File: src/bmd_pkg.sv
// Shared constants and types of the banked data memory decoder
package bmd_pkg;
  // Program side
  localparam int PC_W = 13;
  localparam int INSN_W = 14;
  // 13'h1fff for the 8K-word variant, 13'h0fff for the 4K-word variant
  localparam logic [12:0] PC_WRAP_MASK = 13'h1fff;
  localparam logic [12:0] RESET_VEC = 13'h0000;
  localparam logic [12:0] IRQ_VEC = 13'h0004;
  localparam int PC_LATCH_W = 5;
  // Register offsets inside a bank
  localparam logic [6:0] OFS_INDIRECT = 7'h00;
  localparam logic [6:0] OFS_PCL = 7'h02;
  localparam logic [6:0] OFS_STATUS = 7'h03;
  localparam logic [6:0] OFS_FSR = 7'h04;
  localparam logic [6:0] OFS_PORT_A_DATA = 7'h05;
  localparam logic [6:0] OFS_PC_HIGH_LATCH = 7'h0a;
  localparam logic [6:0] OFS_INTERRUPT_CONTROL_REG = 7'h0b;
  // Status fields
  localparam int ST_IRP = 7;
  localparam int ST_RP1 = 6;
  localparam int ST_RP0 = 5;
  localparam logic [7:0] STATUS_WMASK = 8'he7;
  // Reset values
  localparam logic [7:0] STATUS_RST = 8'h18;
  localparam logic [7:0] FSR_RST = 8'h00;
  localparam logic [4:0] PC_HIGH_LATCH_RST = 5'h00;
  localparam logic [7:0] INTERRUPT_CONTROL_REG_RST = 8'h00;
  localparam logic [7:0] PORT_A_DATA_RST = 8'h00;
  // General purpose storage layout
  localparam int GPR_DEPTH = 368;
  localparam int GPR_IDX_W = 9;
  localparam logic [6:0] GPR_LO_B01 = 7'h20;
  localparam logic [6:0] GPR_LO_B23 = 7'h10;
  localparam logic [6:0] COMMON_LO = 7'h70;
  localparam logic [8:0] PH_B0 = 9'h000;
  localparam logic [8:0] PH_COMMON = 9'h050;
  localparam logic [8:0] PH_B1 = 9'h060;
  localparam logic [8:0] PH_B2 = 9'h0b0;
  localparam logic [8:0] PH_B3 = 9'h110;
  // Register bus
  localparam int WB_IDX_LSB = 2;

  typedef struct packed {
    logic hit;
    logic [8:0] idx;
  } bmd_gpr_hit_s;

  typedef enum logic [2:0] {
    BMD_T_NONE = 3'b000,
    BMD_T_PCL = 3'b001,
    BMD_T_STATUS = 3'b010,
    BMD_T_FSR = 3'b011,
    BMD_T_PC_HIGH_LATCH = 3'b100,
    BMD_T_INTERRUPT_CONTROL_REG = 3'b101,
    BMD_T_PORT_A_DATA = 3'b110,
    BMD_T_GPR = 3'b111
  } bmd_target_e;
endpackage : bmd_pkg

File: src/bmd_core_if.sv
// Internal carrier between the decoder, the storage and the program counter
interface bmd_core_if;
  logic ram_we;
  logic [8:0] ram_idx;
  logic [7:0] ram_wdata;
  logic [7:0] ram_rdata;
  logic pcl_we;
  logic pc_high_latch_we;
  logic [7:0] pc_wdata;
  logic fetch_step;
  logic irq_take;
  logic [12:0] pc;
  logic [4:0] pc_latch;

  modport dec (
    output ram_we, ram_idx, ram_wdata, pcl_we, pc_high_latch_we, pc_wdata, fetch_step, irq_take,
    input ram_rdata, pc, pc_latch
  );
  modport ram (input ram_we, ram_idx, ram_wdata, output ram_rdata);
  modport pcu (input pcl_we, pc_high_latch_we, pc_wdata, fetch_step, irq_take, output pc, pc_latch);
endinterface : bmd_core_if

File: src/bmd_gpr_ram.sv
// General purpose register storage in flip-flops
module bmd_gpr_ram (
  // Clock
  input wire logic clk_i,
  // Access from the decoder
  bmd_core_if.ram core
);
  logic [7:0] mem [bmd_pkg::GPR_DEPTH];
  logic [7:0] next_mem [bmd_pkg::GPR_DEPTH];

  // Contents are not reset: software must initialise what it reads
  for (genvar i = 0; i < bmd_pkg::GPR_DEPTH; i++) begin : g_word
    always_comb begin
      next_mem[i] = mem[i];
      if (core.ram_we && (core.ram_idx == 9'(i))) begin
        next_mem[i] = core.ram_wdata;
      end
    end
    always_ff @(posedge clk_i) begin
      mem[i] <= next_mem[i];
    end
  end

  assign core.ram_rdata = (core.ram_idx < 9'(bmd_pkg::GPR_DEPTH)) ? mem[core.ram_idx] : 8'h00;
endmodule : bmd_gpr_ram

File: src/bmd_pc_unit.sv
// Program counter with high latch, vectors and wraparound
module bmd_pc_unit (
  // Clock and reset
  input wire logic clk_i,
  input wire logic rst_i,
  // Control from the decoder
  bmd_core_if.pcu core
);
  logic [12:0] pc;
  logic [12:0] next_pc;
  logic [4:0] latch;
  logic [4:0] next_latch;

  always_comb begin
    next_pc = pc;
    next_latch = latch;
    if (core.pc_high_latch_we) begin
      next_latch = core.pc_wdata[4:0];
    end
    // Interrupt wins over a bus write, which wins over a plain step
    if (core.irq_take) begin
      next_pc = bmd_pkg::IRQ_VEC;
    end else if (core.pcl_we) begin
      next_pc = {latch, core.pc_wdata} & bmd_pkg::PC_WRAP_MASK;
    end else if (core.fetch_step) begin
      next_pc = (pc + 13'h0001) & bmd_pkg::PC_WRAP_MASK;
    end
  end

  always_ff @(posedge clk_i) begin
    if (rst_i) begin
      pc <= bmd_pkg::RESET_VEC;
      latch <= bmd_pkg::PC_HIGH_LATCH_RST;
    end else begin
      pc <= next_pc;
      latch <= next_latch;
    end
  end

  assign core.pc = pc;
  assign core.pc_latch = latch;

  reset_vector_a:
    assert property (@(posedge clk_i) disable iff (rst_i)
      $past(rst_i) |-> (pc == 13'h0000)) else $error("pc not at reset vector");
  irq_vector_a:
    assert property (@(posedge clk_i) disable iff (rst_i)
      core.irq_take |=> (pc == 13'h0004)) else $error("pc not at interrupt vector");
  pc_wrap_a:
    assert property (@(posedge clk_i) disable iff (rst_i)
      (core.fetch_step && !core.irq_take && !core.pcl_we && pc == bmd_pkg::PC_WRAP_MASK)
      |=> (pc == 13'h0000)) else $error("pc did not wrap");
  pcl_load_a:
    assert property (@(posedge clk_i) disable iff (rst_i)
      (core.pcl_we && !core.irq_take) |=>
      (pc == ({$past(latch), $past(core.pc_wdata)} & bmd_pkg::PC_WRAP_MASK)))
      else $error("pc low byte write lost the latch");
endmodule : bmd_pc_unit

File: src/bmd_decoder.sv
// Banked data memory decoder with program counter, behind a Wishbone slave
//
// Added by the designer: the Wishbone interface to the registers.
module bmd_decoder (
  // Clock and reset
  input wire logic clk_i,
  input wire logic rst_i,
  // Wishbone slave
  input wire logic wb_cyc_i,
  input wire logic wb_stb_i,
  input wire logic wb_we_i,
  input wire logic [31:0] wb_adr_i,
  input wire logic [3:0] wb_sel_i,
  input wire logic [31:0] wb_dat_i,
  output logic [31:0] wb_dat_o,
  output logic wb_ack_o,
  // Instruction side
  input wire logic fetch_step_i,
  input wire logic irq_take_i,
  output logic [12:0] imem_addr_o,
  // Port A
  input wire logic [7:0] port_a_pins_i,
  output logic [7:0] port_a_latch_o,
  // Interrupt control value for the interrupt logic
  output logic [7:0] interrupt_control_o
);
  bmd_core_if core ();

  logic [7:0] core_status;
  logic [7:0] next_core_status;
  logic [7:0] file_pointer;
  logic [7:0] next_file_pointer;
  logic [7:0] interrupt_control_reg;
  logic [7:0] next_interrupt_control_reg;
  logic [7:0] port_a_data;
  logic [7:0] next_port_a_data;
  logic [31:0] rd_data;
  logic [31:0] next_rd_data;
  logic ack;
  logic next_ack;

  logic acc_new;
  logic adr_ok;
  logic indirect;
  logic wr;
  logic [6:0] reg_field;
  logic [8:0] eff_addr;
  logic [6:0] ofs;
  logic [1:0] bnk;
  bmd_pkg::bmd_gpr_hit_s gm;
  bmd_pkg::bmd_target_e target;
  logic [7:0] rd_byte;

  // Maps a 9-bit data address onto the physical general storage
  function automatic bmd_pkg::bmd_gpr_hit_s gpr_map(input logic [8:0] a);
    logic [6:0] o;
    logic [6:0] lo;
    logic [8:0] base;
    bmd_pkg::bmd_gpr_hit_s r;
    o = a[6:0];
    lo = a[8] ? bmd_pkg::GPR_LO_B23 : bmd_pkg::GPR_LO_B01;
    r.hit = 1'b0;
    r.idx = 9'h000;
    if (o >= bmd_pkg::COMMON_LO) begin
      r.hit = 1'b1;
      r.idx = bmd_pkg::PH_COMMON + {2'b00, o - bmd_pkg::COMMON_LO};
    end else if (o >= lo) begin
      if (a[8:7] == 2'b00) begin
        base = bmd_pkg::PH_B0;
      end else if (a[8:7] == 2'b01) begin
        base = bmd_pkg::PH_B1;
      end else if (a[8:7] == 2'b10) begin
        base = bmd_pkg::PH_B2;
      end else begin
        base = bmd_pkg::PH_B3;
      end
      r.hit = 1'b1;
      r.idx = base + {2'b00, o - lo};
    end
    return r;
  endfunction : gpr_map

  // Request and address formation
  assign acc_new = wb_cyc_i && wb_stb_i && !wb_ack_o;
  assign reg_field = wb_adr_i[8:2];
  assign adr_ok = (wb_adr_i[31:9] == 23'h000000) && (wb_adr_i[1:0] == 2'b00);
  assign indirect = (reg_field == bmd_pkg::OFS_INDIRECT);
  // Only the low byte lane carries data, so a write needs sel[0]
  assign wr = acc_new && wb_we_i && wb_sel_i[0];
  assign eff_addr = indirect ? {core_status[bmd_pkg::ST_IRP], file_pointer}
                             : {core_status[bmd_pkg::ST_RP1:bmd_pkg::ST_RP0], reg_field};
  assign ofs = eff_addr[6:0];
  assign bnk = eff_addr[8:7];
  assign gm = gpr_map(eff_addr);

  // Target decode
  always_comb begin
    target = bmd_pkg::BMD_T_NONE;
    if (!adr_ok) begin
      target = bmd_pkg::BMD_T_NONE;
    end else if (ofs == bmd_pkg::OFS_INDIRECT) begin
      // Pointer aimed at itself: nothing is stored there
      target = bmd_pkg::BMD_T_NONE;
    end else if (ofs == bmd_pkg::OFS_PCL) begin
      target = bmd_pkg::BMD_T_PCL;
    end else if (ofs == bmd_pkg::OFS_STATUS) begin
      target = bmd_pkg::BMD_T_STATUS;
    end else if (ofs == bmd_pkg::OFS_FSR) begin
      target = bmd_pkg::BMD_T_FSR;
    end else if (ofs == bmd_pkg::OFS_PC_HIGH_LATCH) begin
      target = bmd_pkg::BMD_T_PC_HIGH_LATCH;
    end else if (ofs == bmd_pkg::OFS_INTERRUPT_CONTROL_REG) begin
      target = bmd_pkg::BMD_T_INTERRUPT_CONTROL_REG;
    end else if ((ofs == bmd_pkg::OFS_PORT_A_DATA) && (bnk == 2'b00)) begin
      target = bmd_pkg::BMD_T_PORT_A_DATA;
    end else if (gm.hit) begin
      target = bmd_pkg::BMD_T_GPR;
    end
  end

  // Read multiplexer
  always_comb begin
    case (target)
      bmd_pkg::BMD_T_PCL: rd_byte = core.pc[7:0];
      bmd_pkg::BMD_T_STATUS: rd_byte = core_status;
      bmd_pkg::BMD_T_FSR: rd_byte = file_pointer;
      bmd_pkg::BMD_T_PC_HIGH_LATCH: rd_byte = {3'b000, core.pc_latch};
      bmd_pkg::BMD_T_INTERRUPT_CONTROL_REG: rd_byte = interrupt_control_reg;
      bmd_pkg::BMD_T_PORT_A_DATA: rd_byte = port_a_pins_i;
      bmd_pkg::BMD_T_GPR: rd_byte = core.ram_rdata;
      default: rd_byte = 8'h00;
    endcase
  end

  // Storage and program counter strobes
  assign core.ram_we = wr && (target == bmd_pkg::BMD_T_GPR);
  assign core.ram_idx = gm.idx;
  assign core.ram_wdata = wb_dat_i[7:0];
  // A bus write to the pc low byte redirects the next fetch
  assign core.pcl_we = wr && (target == bmd_pkg::BMD_T_PCL);
  assign core.pc_high_latch_we = wr && (target == bmd_pkg::BMD_T_PC_HIGH_LATCH);
  assign core.pc_wdata = wb_dat_i[7:0];
  // Fetch runs on its own port; an interrupt or a bus write to the pc low byte overrides its step
  assign core.fetch_step = fetch_step_i;
  assign core.irq_take = irq_take_i;

  // Core registers
  always_comb begin
    next_core_status = core_status;
    next_file_pointer = file_pointer;
    next_interrupt_control_reg = interrupt_control_reg;
    next_port_a_data = port_a_data;
    if (wr) begin
      case (target)
        bmd_pkg::BMD_T_STATUS: begin
          // Time-out and power-down flags stay read-only
          next_core_status = (core_status & ~bmd_pkg::STATUS_WMASK)
                             | (wb_dat_i[7:0] & bmd_pkg::STATUS_WMASK);
        end
        bmd_pkg::BMD_T_FSR: next_file_pointer = wb_dat_i[7:0];
        bmd_pkg::BMD_T_INTERRUPT_CONTROL_REG: next_interrupt_control_reg = wb_dat_i[7:0];
        bmd_pkg::BMD_T_PORT_A_DATA: next_port_a_data = wb_dat_i[7:0];
        default: next_core_status = core_status;
      endcase
    end
  end

  always_ff @(posedge clk_i) begin
    if (rst_i) begin
      core_status <= bmd_pkg::STATUS_RST;
      file_pointer <= bmd_pkg::FSR_RST;
      interrupt_control_reg <= bmd_pkg::INTERRUPT_CONTROL_REG_RST;
      port_a_data <= bmd_pkg::PORT_A_DATA_RST;
    end else begin
      core_status <= next_core_status;
      file_pointer <= next_file_pointer;
      interrupt_control_reg <= next_interrupt_control_reg;
      port_a_data <= next_port_a_data;
    end
  end

  // Bus answer: one cycle after the request, dropped the cycle after
  always_comb begin
    next_ack = acc_new;
    next_rd_data = 32'h00000000;
    if (acc_new && !wb_we_i) begin
      next_rd_data = {24'h000000, rd_byte};
    end
  end

  always_ff @(posedge clk_i) begin
    if (rst_i) begin
      ack <= 1'b0;
      rd_data <= 32'h00000000;
    end else begin
      ack <= next_ack;
      rd_data <= next_rd_data;
    end
  end

  assign wb_ack_o = ack;
  assign wb_dat_o = rd_data;
  assign imem_addr_o = core.pc;
  assign port_a_latch_o = port_a_data;
  assign interrupt_control_o = interrupt_control_reg;

  bmd_gpr_ram u_ram (
    .clk_i(clk_i),
    .core(core.ram)
  );

  bmd_pc_unit u_pc (
    .clk_i(clk_i),
    .rst_i(rst_i),
    .core(core.pcu)
  );

  ack_one_cycle_a:
    assert property (@(posedge clk_i) disable iff (rst_i)
      acc_new |=> wb_ack_o ##1 !wb_ack_o) else $error("bus answer not one cycle");
  fetch_parallel_a:
    assert property (@(posedge clk_i) disable iff (rst_i)
      (acc_new && fetch_step_i && !irq_take_i && !core.pcl_we && core.pc != 13'h1fff)
      |=> wb_ack_o && (imem_addr_o == $past(core.pc) + 13'h0001))
      else $error("fetch stalled by data access");
  direct_bank_a:
    assert property (@(posedge clk_i) disable iff (rst_i)
      (acc_new && !indirect) |-> (eff_addr[8:7] == core_status[6:5]) && (ofs == reg_field))
      else $error("direct bank wrong");
  indirect_addr_a:
    assert property (@(posedge clk_i) disable iff (rst_i)
      (acc_new && indirect) |-> (eff_addr == {core_status[7], file_pointer}))
      else $error("indirect address wrong");
  common_area_a:
    assert property (@(posedge clk_i) disable iff (rst_i)
      (acc_new && adr_ok && ofs[6:4] == 3'h7) |->
      (target == bmd_pkg::BMD_T_GPR) && (core.ram_idx == 9'h050 + {5'h00, ofs[3:0]}))
      else $error("common area not shared");
  no_store_self_a:
    assert property (@(posedge clk_i) disable iff (rst_i)
      (wr && ofs == 7'h00) |-> !core.ram_we && !core.pcl_we)
      else $error("write stored at pointer offset");
  unimpl_zero_a:
    assert property (@(posedge clk_i) disable iff (rst_i)
      (acc_new && !wb_we_i && target == bmd_pkg::BMD_T_NONE) |=> (wb_dat_o == 32'h00000000))
      else $error("unimplemented read not zero");
  port_read_pins_a:
    assert property (@(posedge clk_i) disable iff (rst_i)
      (acc_new && !wb_we_i && target == bmd_pkg::BMD_T_PORT_A_DATA) |=>
      (wb_dat_o[7:0] == $past(port_a_pins_i))) else $error("port read not from pins");
  port_write_latch_a:
    assert property (@(posedge clk_i) disable iff (rst_i)
      (wr && target == bmd_pkg::BMD_T_PORT_A_DATA) |=> (port_a_latch_o == $past(wb_dat_i[7:0])))
      else $error("port latch not written");
  interrupt_control_reg_mirror_a:
    assert property (@(posedge clk_i) disable iff (rst_i)
      (wr && adr_ok && ofs == 7'h0b) |=> (interrupt_control_o == $past(wb_dat_i[7:0])))
      else $error("mirrored control write lost");

  // Mirrored registers, port and storage limits, pc and status access, strobes refused outside the map, and the bus answer
  pc_high_latch_write_a:
    assert property (@(posedge clk_i) disable iff (rst_i)
      (wr && adr_ok && ofs == 7'h0a) |=> (core.pc_latch == $past(wb_dat_i[4:0])))
      else $error("high latch write lost");

  fsr_write_a:
    assert property (@(posedge clk_i) disable iff (rst_i)
      (wr && adr_ok && ofs == 7'h04) |=> (file_pointer == $past(wb_dat_i[7:0])))
      else $error("file pointer write lost");

  port_bank0_a:
    assert property (@(posedge clk_i) disable iff (rst_i)
      (acc_new && adr_ok && ofs == 7'h05 && bnk != 2'b00) |-> (target == bmd_pkg::BMD_T_NONE))
      else $error("port reached outside bank 0");

  unmapped_write_a:
    assert property (@(posedge clk_i) disable iff (rst_i)
      (wr && !adr_ok) |-> !core.ram_we && !core.pcl_we && !core.pc_high_latch_we)
      else $error("unmapped write stored");

  gpr_range_a:
    assert property (@(posedge clk_i) disable iff (rst_i)
      (acc_new && target == bmd_pkg::BMD_T_GPR) |-> (core.ram_idx < 9'h170))
      else $error("storage index out of range");

  pcl_read_a:
    assert property (@(posedge clk_i) disable iff (rst_i)
      (acc_new && !wb_we_i && target == bmd_pkg::BMD_T_PCL) |=> (wb_dat_o[7:0] == $past(core.pc[7:0])))
      else $error("pc low byte read wrong");

  status_bank_write_a:
    assert property (@(posedge clk_i) disable iff (rst_i)
      (wr && target == bmd_pkg::BMD_T_STATUS) |=> (core_status[6:5] == $past(wb_dat_i[6:5])))
      else $error("bank bits not written");

  ack_after_request_a:
    assert property (@(posedge clk_i) disable iff (rst_i)
      wb_ack_o |-> $past(acc_new))
      else $error("answer without request");
endmodule : bmd_decoder

File: config.mk
export PLATFORM = sky130hd
export DESIGN_NAME = bmd_decoder
export DESIGN_NICKNAME = d
export VERILOG_FILES = /design/src/bmd_pkg.sv /design/src/bmd_core_if.sv /design/src/bmd_gpr_ram.sv /design/src/bmd_pc_unit.sv /design/src/bmd_decoder.sv
export SDC_FILE = /design/constraint.sdc
export NUM_CORES = 2
export LEC_CHECK = 0
export BUFFER_PORTS_ARGS = -buffer_cell sky130_fd_sc_hd__buf_2
export CELL_PAD_IN_SITES_DETAIL_PLACEMENT = 0
export CELL_PAD_IN_SITES_GLOBAL_PLACEMENT = 1
export CORE_MARGIN = 5
export CORE_UTILIZATION = 43
export CTS_BUF_LIST = sky130_fd_sc_hd__clkbuf_16
export CTS_CLUSTER_SIZE = 24
export DETAILED_ROUTE_END_ITERATION = 6
export PLACE_DENSITY = 0.61
export REMOVE_ABC_BUFFERS = 1
export SETUP_SLACK_MARGIN = 0.1
export SLEW_MARGIN = 25
export SYNTH_ARGS = -nofsm -noshare
export SYNTH_HDL_FRONTEND = slang
export SYNTH_HIERARCHICAL = 1
export SYNTH_SLANG_ARGS = --single-unit
File: constraint.sdc
create_clock -name clk_i -period 8.6 [get_ports clk_i]
set_input_delay 0.43 -clock clk_i [delete_from_list [all_inputs] [get_ports clk_i]]
set_output_delay 0.43 -clock clk_i [all_outputs]
set_load 0.01 [all_outputs]
# Word level (Yosys, flattened, before mapping)
# Memory sizes are Yosys's and may differ from the RTL's.
# Index checks and enable logic that the tools add are counted.
# Widths: inputs -> output; s select.
[classes]
n_addsub = 5
n_lt_le_gt_ge = 3
eq_ne = 750
mux = 1492
bitwise_logic = 2
reduce_logical = 761
[ops]
columns = ["operator", "count"]
rows = [
  ["$mux 8", 736],
  ["$mux 9", 373],
  ["$reduce_or 8->1", 367],
  ["$eq 9x8->1 const B", 128],
  ["$eq 9x9->1 const B", 112],
  ["$eq 9x7->1 const B", 64],
  ["$logic_and 1x1->1", 378],
  ["$ne 1x1->1 const B", 368],
  ["$mux 1", 367],
  ["$eq 9x6->1 const B", 32],
  ["$eq 9x5->1 const B", 16],
  ["$eq 9x4->1 const B", 8],
  ["$pmux 8 s7", 1],
  ["$eq 9x3->1 const B", 4],
  ["$mux 3", 10],
  ["$mux 13", 2],
  ["$logic_not 23->1", 1],
  ["$mux 10", 2],
  ["$eq 9x2->1 const B", 2],
  ["$eq 7x2->1 const B", 2],
  ["$eq 7x3->1 const B", 2],
  ["$eq 7x4->1 const B", 2],
  ["$logic_not 7->1", 2],
  ["$add 13x1->13 const B", 1],
  ["other kinds (23)", 33],
]
[word_totals]
register_bits = 83
ramBits = 2944
inputBits = 83
output_inout_bits = 62
elab_cells = 3024
memories = 1
[memory_table]
columns = ["name", "words", "width", "read_ports", "rd_ports_with_merged_regs", "wr", "line", "rtl"]
rows = [
  ["u_ram.mem", 368, 8, 1, 0, 1, "bmd_gpr_ram.sv:8", "logic [7:0] mem [bmd_pkg::GPR_DEPTH];"],
]

# Longest topological paths before layout
[logic_depth]
ltp_word = 392
mapped_depth = 26
ltp_nobuf = 22

# Hierarchy
# The synthesis kept the hierarchy.
[modules_own_cells]
columns = ["module", "n_inst", "cells_each", "area_per_inst_um2", "seq_area_each_um2"]
rows = [
  ["bmd_gpr_ram", 1, 5342, 114567.4, 88404.8],
  ["bmd_decoder", 1, 329, 2925.3, 780.7],
  ["bmd_pc_unit", 1, 99, 887.1, 360.3],
]

# Least setup slack after synthesis
# Ideal clock, no wire load.
[synth_timing]
path_kind = "input to register"
from = "input wb_adr_i[3]"
to = "register rd_data[2] (netlist: wb_dat_o[2])"
setup_time_ns = 0.147
t_arrival_ns = 5.260
t_required_ns = 8.453
path_slack_ns = 3.193
path_stages = 23
path_buffers = 4
path_cell_list = "clkbuf_2 > nor3_1 > nand2_1 > mux2_2 > ha_1 > inv_1 > fa_1 > ha_1 > a21o_1 > a21oi_1 > xnor2_1 > o22ai_1 > a21oi_1 > clkbuf_1 > buf_1 > clkbuf_1 > mux2_2 > o211ai_1 > o311ai_1 > a32o_1 > and3_1 > a211oi_1 > a2111oi_0"
[synth_rtl]
columns = ["element", "line", "rtl"]
rows = [
  ["start: declaration", "bmd_decoder.sv:12", "input wire logic [31:0] wb_adr_i,"],
  ["end signal: assignment", "bmd_decoder.sv:197", "rd_data <= next_rd_data;"],
  ["end: declaration", "bmd_decoder.sv:37", "logic [31:0] rd_data;"],
]

==> impl_metrics.yaml <==
floorplanning:
  die-area_um2: 285900
  start_util_pct: 43.23
  core_um2: 273900
  ios: 145
  num_rows: 192
  die_width_um: 534.7
  die_h_um: 534.7
logic_synthesis:
  synthXorXnorAreaFrac_pct: 0.1184
  ys_ff_latch: 3001
  synth_edf_count: 2944
  ys_seq_area_share_pct: 75.64
  muxShareOfSynthArea_pct: 16.68
  synthArstFlopShare_pct: 0
  synth_area_leaders: "edfxtp_1, mux4_2, mux2i_1"
  yosysTopAreaCellShare_pct: 74.68
  synthDistinctLibCells: 94
  ys.flop_type: "edfxtp_1"
  synth_top_family_by_area: "multiplexers"
  synthCells: 5770
  synth_top_area_cell: "edfxtp_1"
  syn_area_um2: 118400
  synth-compound-area-share_pct: 2.382
  synthSimpleGateAreaFrac_pct: 3.322
  synth_adder_area_share_pct: 0.1607
  syn_avg_cell_area_um2: 20.52
  ys_warn_count: 6
critical_path:
  crit_top_cell: "buf_4"
  crit_path_top_delay_cell: "nor2_4"
  start_kind: "flip-flop"
  cp.required_ns: 9.36
  cp_num_buf_inv: 4
  crit_family: "compound AO/OA/AOI/OAI gates"
  path_class: "flip-flop to flip-flop"
  rrSetupSlack_ns: 1.27
  timing.rr.start: "file_pointer[5]"
  max_stage_delay_ns: 0.67
  crit_path_end_kind: "flip-flop"
  arrival_ns: 8.09
  rr_worst_depth: 20
  crit_fanout: 16
  r2r-end: "wb_dat_o[7]"
  crit_chain: "a31oi_1 -> inv_1 -> ha_1 -> nand2_1 -> a211oi_2 -> a2111oi_4 -> nor2_4 -> buf_4 -> buf_4 -> mux4_2 -> a32oi_1 -> o221ai_1 -> or3_1 -> a31o_1 -> nor4_1 -> o2bb2ai_1 -> mux2i_1 -> a2bb2oi_1 -> a21oi_1 -> dlygate4sd3_1"
placed_design:
  port_buffers: 93
  dpl.hpwl_mm: 202.0
  post-place-cells: 9339
  place_area_um2: 123800
  gp_congestion: 0.8538
cells_and_area:
  final_area_um2: 133800
  final_cell_count_no_fill: 9927
  area_growth_pct: 13.06
  final_nets: 6179
  post-route-util_pct: 48.87
  layout_commonest_cell: "edfxtp_1"
  final_cell_mix: "edfxtp_1, mux4_2, nor2_1"
  drive_above_1_share_pct: 24.61
timing:
  fin_crit_ns: 7.330
  holdWs_ns: 0.06820
  slew_viol_final: 0
  setup_viol: 0
  fin_crit_sh_pct: 85.23
  hold_viol: 0
  fmax_mhz: 136.4
  fin_skew_ns: 0.03795
  rsz0062_at_grt: "false"
  final.setup.tns_ns: 0
  slew_headroom_pct: 24.56
  worstMarginPinSlew_ns: 1.128
route:
  vias_per_cell: 5.978
  drt_iter0_markers: 6052
  dr.pass1.iters: 7
  drc: 13
  wl_per_cell_um: 32.63
  dr_total_vias: 59340
  ant_nets: 0
  wirelength_mm: 323.9
clocking:
  cts-root-buf: "clkbuf_16"
  postCtsSetupBuffers: 0
  clock_sinks: 3001
  cts_hold_buf: 11
  cts_buffer_depth: 4
  clkTransAtPathRegs_ns: 0.06
  cts_resized: 0
  cts_tree: "built"
  clk_latency_ns: 0.89
  htree_levels: 5
  cts_made_buffers: 319
global_routing:
  grt_max_degree: 188
  antenna_found_initial: 8
  track_usage_pct: 22.33
  grt_pass1_vias: 59940
  grt.overflow.total: 0
  grt_pass1_wl_mm: 458.9
run_status:
  status: "finished, violations left"
  violations: "design-rule violations"
power_and_ir_drop:
  power_density_nw_per_um2: 232.9
  peakVddDrop_v: 0.0001699
  p_leak_nw: 41.83
min_path:
  worstHoldPathCells: 1
  hp-start: "wb_dat_i[5]"
  whs_endpoint: "u_ram/mem[302][5]"
  hp-class: "input port to flip-flop"
flow_run:
  max-cap-violations: 0
-- power by group --
part,internal (mW),leakage (nW),switching (mW)
Combinational,0.705,9.86,1.32
Clock,7.38,5.06,5.71
Sequential,16.1,26.9,0.00235
Total,24.1,41.8,7.03
-- worst max-delay path by stage --
stage	cells past startpoint	from	to	slack, ns
floorplan	18	wb_adr_i[6]	wb_dat_o[6]	-49.96
global placement	20	wb_adr_i[6]	wb_dat_o[4]	1.24
detailed placement	20	wb_adr_i[6]	wb_dat_o[4]	1.19
CTS	21	file_pointer[5]	wb_dat_o[7]	1.39
global route	21	file_pointer[5]	wb_dat_o[7]	1.09
finish	20	file_pointer[5]	wb_dat_o[7]	1.27
-- sequential cells by signal, summed over array words and instances (netlist names) --
signal,flops
interrupt_control_o,8
port_a_latch_o,8
wb_dat_o,8
core_status,6
wb_ack_o,1
u_pc/core.pc,13
u_ram/mem,2944
u_pc/core.pc_latch,5
file_pointer,8
-- kinds of logic (layout without fill, tap and decap cells) --
kind of cell             after synthesis  after routing
XOR/XNOR                              16             16
AO/OA/AOI/OAI                        391            391
buffers and inverters                385            927
multiplexers                        1089           1089
AND/OR/NAND/NOR                      873            873
adder cells (fa/ha/maj)               14             14
flip-flops                          3001           3001
other                                  1             27
-- Yosys cell counts, types with 19 or more instances --
cell and instances:
nor2b_1 22, buf_4 79, nor3_1 32, o22ai_1 48, mux2_2 31, nand2_1 149, o21ai_0 46, nand3_1 67
a21oi_1 51, buf_1 24, dfxtp_1 57, mux2i_1 354, buf_2 145, a221oi_1 19, mux4_2 704, clkbuf_1 107
a32oi_1 20, a31oi_1 21, edfxtp_1 2944, nor4_1 22, a22oi_1 75, nor2_1 485
-- layer usage --
metal	track usage, %	vias up	routed length [um]
met2	35.64	2131	154900
met3	3.917	439	21800
li1	-	24530	-
met4	5.578	0	8656
met5	0	-	0
met1	32.21	32240	138500
-- area by class of cell --
| type | count | area (um^2) |
|---|---|---|
| Antenna cell | 3 | 7.507 |
| Clock buffer | 325 | 8133 |
| Clock inverter | 249 | 1797 |
| Fill cell | 22460 | 140000 |
| Inverter | 19 | 73.82 |
| Multi-Input combinational cell | 2407 | 27080 |
| Sequential cell | 3001 | 89550 |
| Tap cell | 3589 | 4491 |
| Timing Repair Buffer | 334 | 2719 |
-- through the flow --
step | setup slack (ns) | power, mW
final | 1.270 | 31.17
after floorplan | -49.96 | 19.29
after global placement | 1.238 | 18.38
after CTS | 1.393 | 31.47
after global routing | 1.090 | 32.18
after detailed placement | 1.186 | 18.40
Note: power is estimated with default switching activity, not from simulation.
